`src/rtl/ewg_map.svh`:
```
// register map, field positions and reset values of the wait-state generator
//
// Summary of operation
// - bus cycles stretched up to fourteen waits
// - every external access gets one wait minimum
// - select pin picks owning subsystem's settings
// - five three-bit base counts in low bits
// - multiplier flag scales base by one or two
// - reset gives seven waits, fields read 111
// - bit 15 selects program range mapping
// - bits 14-12 count for I/O space
// - bits 11-9 count for upper data space
// - bits 8-6 count for lower data space
// - bits 5-3 upper program, unused when extended
// - bits 2-0 lower or whole program space
// - control bit 0 multiplier, others reserved zero
// - flag 1 doubles count, maximum fourteen
// - reserved control bits ignore writes
`ifndef EWG_MAP_SVH
`define EWG_MAP_SVH
// ==========================================
// register offsets (two copies, one per subsystem)
`define EWG_OFF_RANGES_A 4'h0
`define EWG_OFF_CTRL_A 4'h1
`define EWG_OFF_RANGES_B 4'h2
`define EWG_OFF_CTRL_B 4'h3
// ==========================================
// field positions
`define EWG_XPA_BIT 15
`define EWG_IO_LSB 12
`define EWG_DHI_LSB 9
`define EWG_DLO_LSB 6
`define EWG_PHI_LSB 3
`define EWG_PLO_LSB 0
`define EWG_MULT_BIT 0
// ==========================================
// reset values
`define EWG_RANGES_RST 16'h7fff
`define EWG_CTRL_RST 16'h0000
// ==========================================
// timing counts
`define EWG_MIN_WAIT 4'h1
`define EWG_MAX_WAIT 4'he
`endif

```
`src/rtl/ewg_pkg.sv`:
```
// types of the wait-state generator
package ewg_pkg;
  typedef enum logic [1:0] {
    EWG_IDLE = 2'b00,
    EWG_WAIT = 2'b01,
    EWG_DONE = 2'b10
  } ewg_state_t;
  typedef enum logic [1:0] {
    EWG_SP_PROG = 2'b00,
    EWG_SP_DATA = 2'b01,
    EWG_SP_IO = 2'b10
  } ewg_space_t;
endpackage : ewg_pkg

```
`src/rtl/ewg_bank.sv`:
```
// one subsystem's wait-state register pair
`timescale 1ns/1ns
`include "ewg_map.svh"
module ewg_bank (
  // clock and reset
  input wire logic clk_sys,
  input wire logic srst,
  // writes to this bank
  input wire logic wr_ranges,
  input wire logic wr_ctrl,
  input wire logic [15:0] wdata,
  // register contents
  output logic [15:0] ranges,
  output logic [15:0] ctrl
);
  // ranges fully writable, control keeps reserved bits at zero
  always_ff @(posedge clk_sys) begin
    if (srst) begin
      ranges <= `EWG_RANGES_RST;
      ctrl <= `EWG_CTRL_RST;
    end else begin
      if (wr_ranges) begin
        ranges <= wdata;
      end
      if (wr_ctrl) begin
        ctrl <= {15'h0000, wdata[`EWG_MULT_BIT]};
      end
    end
  end
endmodule : ewg_bank

```
`src/rtl/ewg_core.sv`:
```
// external wait-state generator top
`timescale 1ns/1ns
`include "ewg_map.svh"
module ewg_core (
  // clock and reset
  input wire logic clk_sys,
  input wire logic srst,
  // register port
  input wire logic [3:0] reg_addr,
  input wire logic [15:0] reg_wdata,
  input wire logic reg_wr,
  input wire logic reg_rd,
  output logic [15:0] reg_rdata,
  // owner select pin, asynchronous
  input wire logic subsystem_select_pin,
  // external access request
  input wire logic acc_req,
  input wire ewg_pkg::ewg_space_t acc_space,
  input wire logic [17:0] acc_addr,
  // bus cycle status
  output logic acc_busy,
  output logic acc_ready,
  output logic [3:0] acc_waits
);
  import ewg_pkg::*;

  // ==========================================
  // register file
  logic [15:0] ranges_a;
  logic [15:0] ctrl_a;
  logic [15:0] ranges_b;
  logic [15:0] ctrl_b;
  logic sel_b;
  wire hit_ra = (reg_addr == `EWG_OFF_RANGES_A);
  wire hit_ca = (reg_addr == `EWG_OFF_CTRL_A);
  wire hit_rb = (reg_addr == `EWG_OFF_RANGES_B);
  wire hit_cb = (reg_addr == `EWG_OFF_CTRL_B);

  ewg_bank u_bank_a (
    .clk_sys(clk_sys),
    .srst(srst),
    .wr_ranges(reg_wr & hit_ra),
    .wr_ctrl(reg_wr & hit_ca),
    .wdata(reg_wdata),
    .ranges(ranges_a),
    .ctrl(ctrl_a)
  );
  ewg_bank u_bank_b (
    .clk_sys(clk_sys),
    .srst(srst),
    .wr_ranges(reg_wr & hit_rb),
    .wr_ctrl(reg_wr & hit_cb),
    .wdata(reg_wdata),
    .ranges(ranges_b),
    .ctrl(ctrl_b)
  );
  ewg_sync u_sel_sync (
    .clk_sys(clk_sys),
    .srst(srst),
    .din(subsystem_select_pin),
    .dout(sel_b)
  );

  // read decode, unmapped reads zero
  logic [15:0] rd_mux;
  always_comb begin
    if (hit_ra) begin
      rd_mux = ranges_a;
    end else if (hit_ca) begin
      rd_mux = ctrl_a;
    end else if (hit_rb) begin
      rd_mux = ranges_b;
    end else if (hit_cb) begin
      rd_mux = ctrl_b;
    end else begin
      rd_mux = 16'h0000;
    end
  end

  // read data valid the cycle after the strobe only
  always_ff @(posedge clk_sys) begin
    if (srst) begin
      reg_rdata <= 16'h0000;
    end else begin
      reg_rdata <= reg_rd ? rd_mux : 16'h0000;
    end
  end

  // ==========================================
  // range decode from owning subsystem's registers
  wire [15:0] own_ranges = sel_b ? ranges_b : ranges_a;
  wire own_mult = sel_b ? ctrl_b[`EWG_MULT_BIT] : ctrl_a[`EWG_MULT_BIT];
  wire extended_program_range_bit = own_ranges[`EWG_XPA_BIT];
  wire upper_half = acc_addr[15];
  logic [2:0] base;
  always_comb begin
    if (acc_space == EWG_SP_IO) begin
      base = own_ranges[`EWG_IO_LSB +: 3];
    end else if (acc_space == EWG_SP_DATA && upper_half) begin
      base = own_ranges[`EWG_DHI_LSB +: 3];
    end else if (acc_space == EWG_SP_DATA) begin
      base = own_ranges[`EWG_DLO_LSB +: 3];
    end else if (!extended_program_range_bit && upper_half) begin
      base = own_ranges[`EWG_PHI_LSB +: 3];
    end else begin
      base = own_ranges[`EWG_PLO_LSB +: 3];
    end
  end
  // scale by one or two, at most fourteen
  wire [3:0] scaled = own_mult ? {base, 1'b0} : {1'b0, base};
  // never fewer than one wait
  wire [3:0] next_load = (scaled < `EWG_MIN_WAIT) ? `EWG_MIN_WAIT : scaled;

  // ==========================================
  // bus cycle sequencer
  ewg_state_t state;
  logic [3:0] count;
  always_ff @(posedge clk_sys) begin
    if (srst) begin
      state <= EWG_IDLE;
      count <= 4'h0;
      acc_busy <= 1'b0;
      acc_ready <= 1'b0;
      acc_waits <= 4'h0;
    end else begin
      acc_ready <= 1'b0;
      case (state)
        EWG_IDLE: begin
          if (acc_req) begin
            state <= EWG_WAIT;
            count <= next_load;
            acc_waits <= next_load;
            acc_busy <= 1'b1;
          end
        end
        EWG_WAIT: begin
          if (count == 4'h1) begin
            state <= EWG_DONE;
            acc_busy <= 1'b0;
            acc_ready <= 1'b1;
          end
          count <= count - 4'h1;
        end
        EWG_DONE: begin
          state <= EWG_IDLE;
        end
        default: begin
          state <= EWG_IDLE;
        end
      endcase
    end
  end

  // ==========================================
  // checker helper: length of the running busy stretch
  logic [3:0] busy_run;
  always_ff @(posedge clk_sys) begin
    if (srst) begin
      busy_run <= 4'h0;
    end else begin
      busy_run <= acc_busy ? busy_run + 4'h1 : 4'h0;
    end
  end
endmodule : ewg_core

```
`src/rtl/ewg_sync.sv`:
```
// two-flop synchroniser for one pin
`timescale 1ns/1ns
module ewg_sync (
  // clock and reset
  input wire logic clk_sys,
  input wire logic srst,
  // pin and synchronised level
  input wire logic din,
  output logic dout
);
  logic meta;
  // first stage feeds only the second
  always_ff @(posedge clk_sys) begin
    if (srst) begin
      meta <= 1'b0;
      dout <= 1'b0;
    end else begin
      meta <= din;
      dout <= meta;
    end
  end
endmodule : ewg_sync
```
`config.mk`:
```
export PLATFORM = sky130hd
export DESIGN_NAME = ewg_core
export DESIGN_NICKNAME = d
export VERILOG_FILES = /design/src/rtl/ewg_pkg.sv /design/src/rtl/ewg_bank.sv /design/src/rtl/ewg_core.sv /design/src/rtl/ewg_sync.sv
export VERILOG_INCLUDE_DIRS = /design/src /design/src/rtl
export SDC_FILE = /design/constraint.sdc
export NUM_CORES = 1
export LEC_CHECK = 0
export BUFFER_PORTS_ARGS = -buffer_cell sky130_fd_sc_hd__buf_2
export CORE_MARGIN = 2
export CORE_UTILIZATION = 30
export DETAILED_ROUTE_END_ITERATION = 8
export MAX_ROUTING_LAYER = met4
export PLACE_DENSITY = 0.58
export SLEW_MARGIN = 0
export SYNTH_ARGS = -nofsm -noshare
export SYNTH_HDL_FRONTEND = slang
export SYNTH_SLANG_ARGS = --single-unit
export TNS_END_PERCENT = 20
```
`constraint.sdc`:
```
create_clock -name clk_sys -period 2.3 [get_ports clk_sys]
set_clock_uncertainty 0.05 [all_clocks]
set_input_delay 0.345 -clock clk_sys [delete_from_list [all_inputs] [get_ports clk_sys]]
set_output_delay 0.345 -clock clk_sys [all_outputs]
set_load 0.03 [all_outputs]
```
==> metrics <==
initial antenna violation count=0; GR Util met2=24.09%; WL final=7404 microns; Finish-stage setup viols=0; # rows=35; Worst slew margin=52.03%; Buffers on Ports=50; combinational family with the most area after synthesis=simple AND/OR/NAND/NOR gates; CP cell instances=buf_4 -> mux2i_1 -> o21a_1 -> a311oi_1 -> o21ai_0 -> a311oi_1; highest-delay cell along the critical path=dfxtp_2; Final nets=410; Detail Route Antenna Nets=0; die span in y=101.6 microns; outcome=finished, final reports clean; hold path start=subsystem_select_pin; Top Usage Layer GRT=met2; Util after Layout=36.99%; Clock Latency Late Sink=0.34 ns; Final period util=94.07%; EDFF count, synth=0; Crit Path Max Fanout=10; Fin Setup TNS=0 ns; sequential share of the synthesized area=44.87%; first-pass GRT wire length=11760 microns; WHS Path Cells=2; Cell variety after synth=52; R2R Path Start=u_sel_sync.dout; CTS Sinks=64; Critical Path Most Common Cell=a311oi_1; Min Clock Period, post-route=2.164 ns; Synth Area per Inst=9.181 sq um; FF-to-FF path depth=6; Yosys top cell area share=44.87%; Req. time, crit path=2.49 ns; Maximum Capacitance Violations=0; most frequent cells in the layout=63 x dfxtp_1, 50 x buf_2, 42 x nand2_1; maximum number of pins on one net before global-route repair=50; # diodes=0; complex-gate fraction of the synthesized area=19.59%; H-tree levels=3; Min-Delay Path Class=input pin to register; RSZ-0062 raised after global routing=no; worst hold path endpoint=u_sel_sync.meta; most common cell after layout, fill and taps aside=dfxtp_1; CTS Buf Count=9; yosys synthesis warning count=0; via count=2470; Vias/cell=5.000; synthesized instance count=311; drt first pass iters=5; met1 usage=18.45%; gpl congestion=0.8482; deepest clock path buffer count=2; leak pwr=1.461 nW; slowest cell delay on critical path=0.48 ns; synth top area cells=dfxtp_1 45%, nand2_1 5.5%, nand3b_1 4.7%; Post-route DRC=0; io pins=68; CTS tree=yes; Worst setup EP type=register; cell type with the largest total area after synthesis=dfxtp_1; Clock Tree Root=clkbuf_8; post-synthesis simple-gate area fraction=25.24%; area delta synth->final=19.72%; die area=0.01031 sq mm; fraction of registers with async set/reset=0%; Worst Setup Start Kind=register; Synth Area in Adders=0.8764%; top_reg_cell synth=dfxtp_1; Least-Margin Pin Slew=0.7196 ns; WL/cell=14.99 microns; GRT Overall Usage=15.33%; Initial Utilization=30.90%; Syn Nets=359; vias in the first global route=2392; #FFs+latches synth=64; Max IR drop VDD=0.0002346 V; M3 GR Usage=3.796%; hpwl dp=4998 microns; layout cells sized above 1=24.11%; post-synthesis mux area share=5.127%; RR Endpoint=acc_waits[2]; Setup CP Type=register to register; Chip Width=101.6 microns; Arrival @ worst endpoint=2.35 ns; r2r setup slk=0.14 ns; Final Hold Viols=0; Core Area=0.009240 sq mm; max frequency=462.2 MHz; GRT overflow=0; CTS clk-pin slew, worst paths=0.06 ns; CP Buf/Inv Count=1; Hold Buf Count CTS=0; cell area after synthesis=0.002855 sq mm; Final Slew Violations=0; Top Family by Delay on Critical Path=compound AO/OA/AOI/OAI gates; xor and xnor area share after synthesis=0%; pwr dens=687.7 mW/mm^2; 1st-iter DRT viols=117
-- what timing repair did --
action,4_1_cts,5_1_grt
gates resized for setup,1,0
endpoints found under the setup margin,1,0
setup buffers,0,0
hold endpoints to repair,0,0
-- report_power, final --
| part | switching, mW | internal [mW] | total, mW |
|---|---|---|---|
| sequential | 0.0320 | 1.15 | 1.18 |
| clock | 0.392 | 0.469 | 0.861 |
| combinational | 0.179 | 0.129 | 0.308 |
| total | 0.603 | 1.75 | 2.35 |
-- cells by family (layout without fill, tap and decap cells) --
kind of cell    Yosys count  after routing
flops                    64             64
fa+ha+maj                 2              2
compound gates           75             75
simple gates            133            133
buf+inv                  24             78
mux                      13             13
-- routing by layer --
layer | share of wire (%) | vias to the layer above | wire [microns]
met1 | 45 | 1171 | 3322
met2 | 47 | 54 | 3508
met5 | 0 | - | 0
met3 | 5.7 | 12 | 419
li1 | - | 1233 | -
met4 | 2.1 | 0 | 154
-- flip-flops by register name, indices dropped and copies added, names as in the netlist --
name             flops
acc_busy             1
acc_ready            1
acc_waits            4
count                4
reg_rdata           16
state                2
u_bank_a.ctrl        1
u_bank_a.ranges     16
u_bank_b.ctrl        1
u_bank_b.ranges     16
u_sel_sync.dout      1
u_sel_sync.meta      1
-- worst reg2reg max path, stage by stage, from the launching register on --
cell      delay, ns
dfxtp_2        0.48
buf_4          0.22
mux2i_1        0.09
o21a_1         0.17
a311oi_1       0.48
o21ai_0        0.22
a311oi_1       0.34
-- area by class of cell --
| class | count | area, sq um |
|---|---|---|
| timing repair buffer | 61 | 332.8 |
| fill | 971 | 5822 |
| tap | 129 | 161.4 |
| multi-input combinational | 223 | 1458 |
| inverter | 3 | 11.26 |
| clock buffer | 14 | 172.7 |
| sequential | 64 | 1282 |
-- synthesized netlist by cell type (2+ instances only) --
cell type / count
o21a_1: 2
nor2_1: 27
a211oi_1: 2
nand4_1: 2
nand2b_1: 4
a22oi_1: 17
nor2b_1: 2
a311oi_1: 3
a21oi_1: 8
clkbuf_1: 14
o21ai_0: 6
buf_2: 3
a21o_1: 3
and3b_1: 2
nand3b_1: 18
nor3b_1: 3
nand3_1: 4
o21bai_1: 2
inv_1: 3
nand2_1: 42
mux2_2: 3
and3b_2: 2
o211ai_1: 3
a211o_1: 15
buf_6: 2
a31oi_1: 5
nor3_1: 2
ha_1: 2
dfxtp_1: 64
and3_1: 15
mux2i_1: 9
o2111ai_1: 2
-- through the flow --
stage / power [mW] / cells / instance area, sq um / worst slack (ns) / hold WS (ns)
after floorplan: 1.414 / 311 / 2855 / 0.4383 / 0.3638
after global placement: 1.506 / 480 / 3244 / 0.1521 / 0.3937
after detailed placement: 1.513 / 480 / 3244 / 0.09399 / 0.3943
after CTS: 2.372 / 494 / 3418 / 0.1584 / 0.1649
after global routing: 2.462 / 494 / 3418 / 0.01792 / 0.1665
final: 2.351 / 494 / 3418 / 0.1363 / 0.1679
-- how the worst max path moves through the flow --
stage,from,endpoint,slack (ns),depth (start not counted)
global placement,u_sel_sync.dout,acc_waits[2],0.15,6
floorplan,acc_addr[15],acc_waits[0],0.44,6
detailed placement,u_sel_sync.dout,acc_waits[2],0.09,6
finish,u_sel_sync.dout,acc_waits[2],0.14,6
global route,u_sel_sync.dout,acc_waits[2],0.02,6
CTS,u_sel_sync.dout,acc_waits[2],0.16,6
Power figures use the tool's default switching activity.
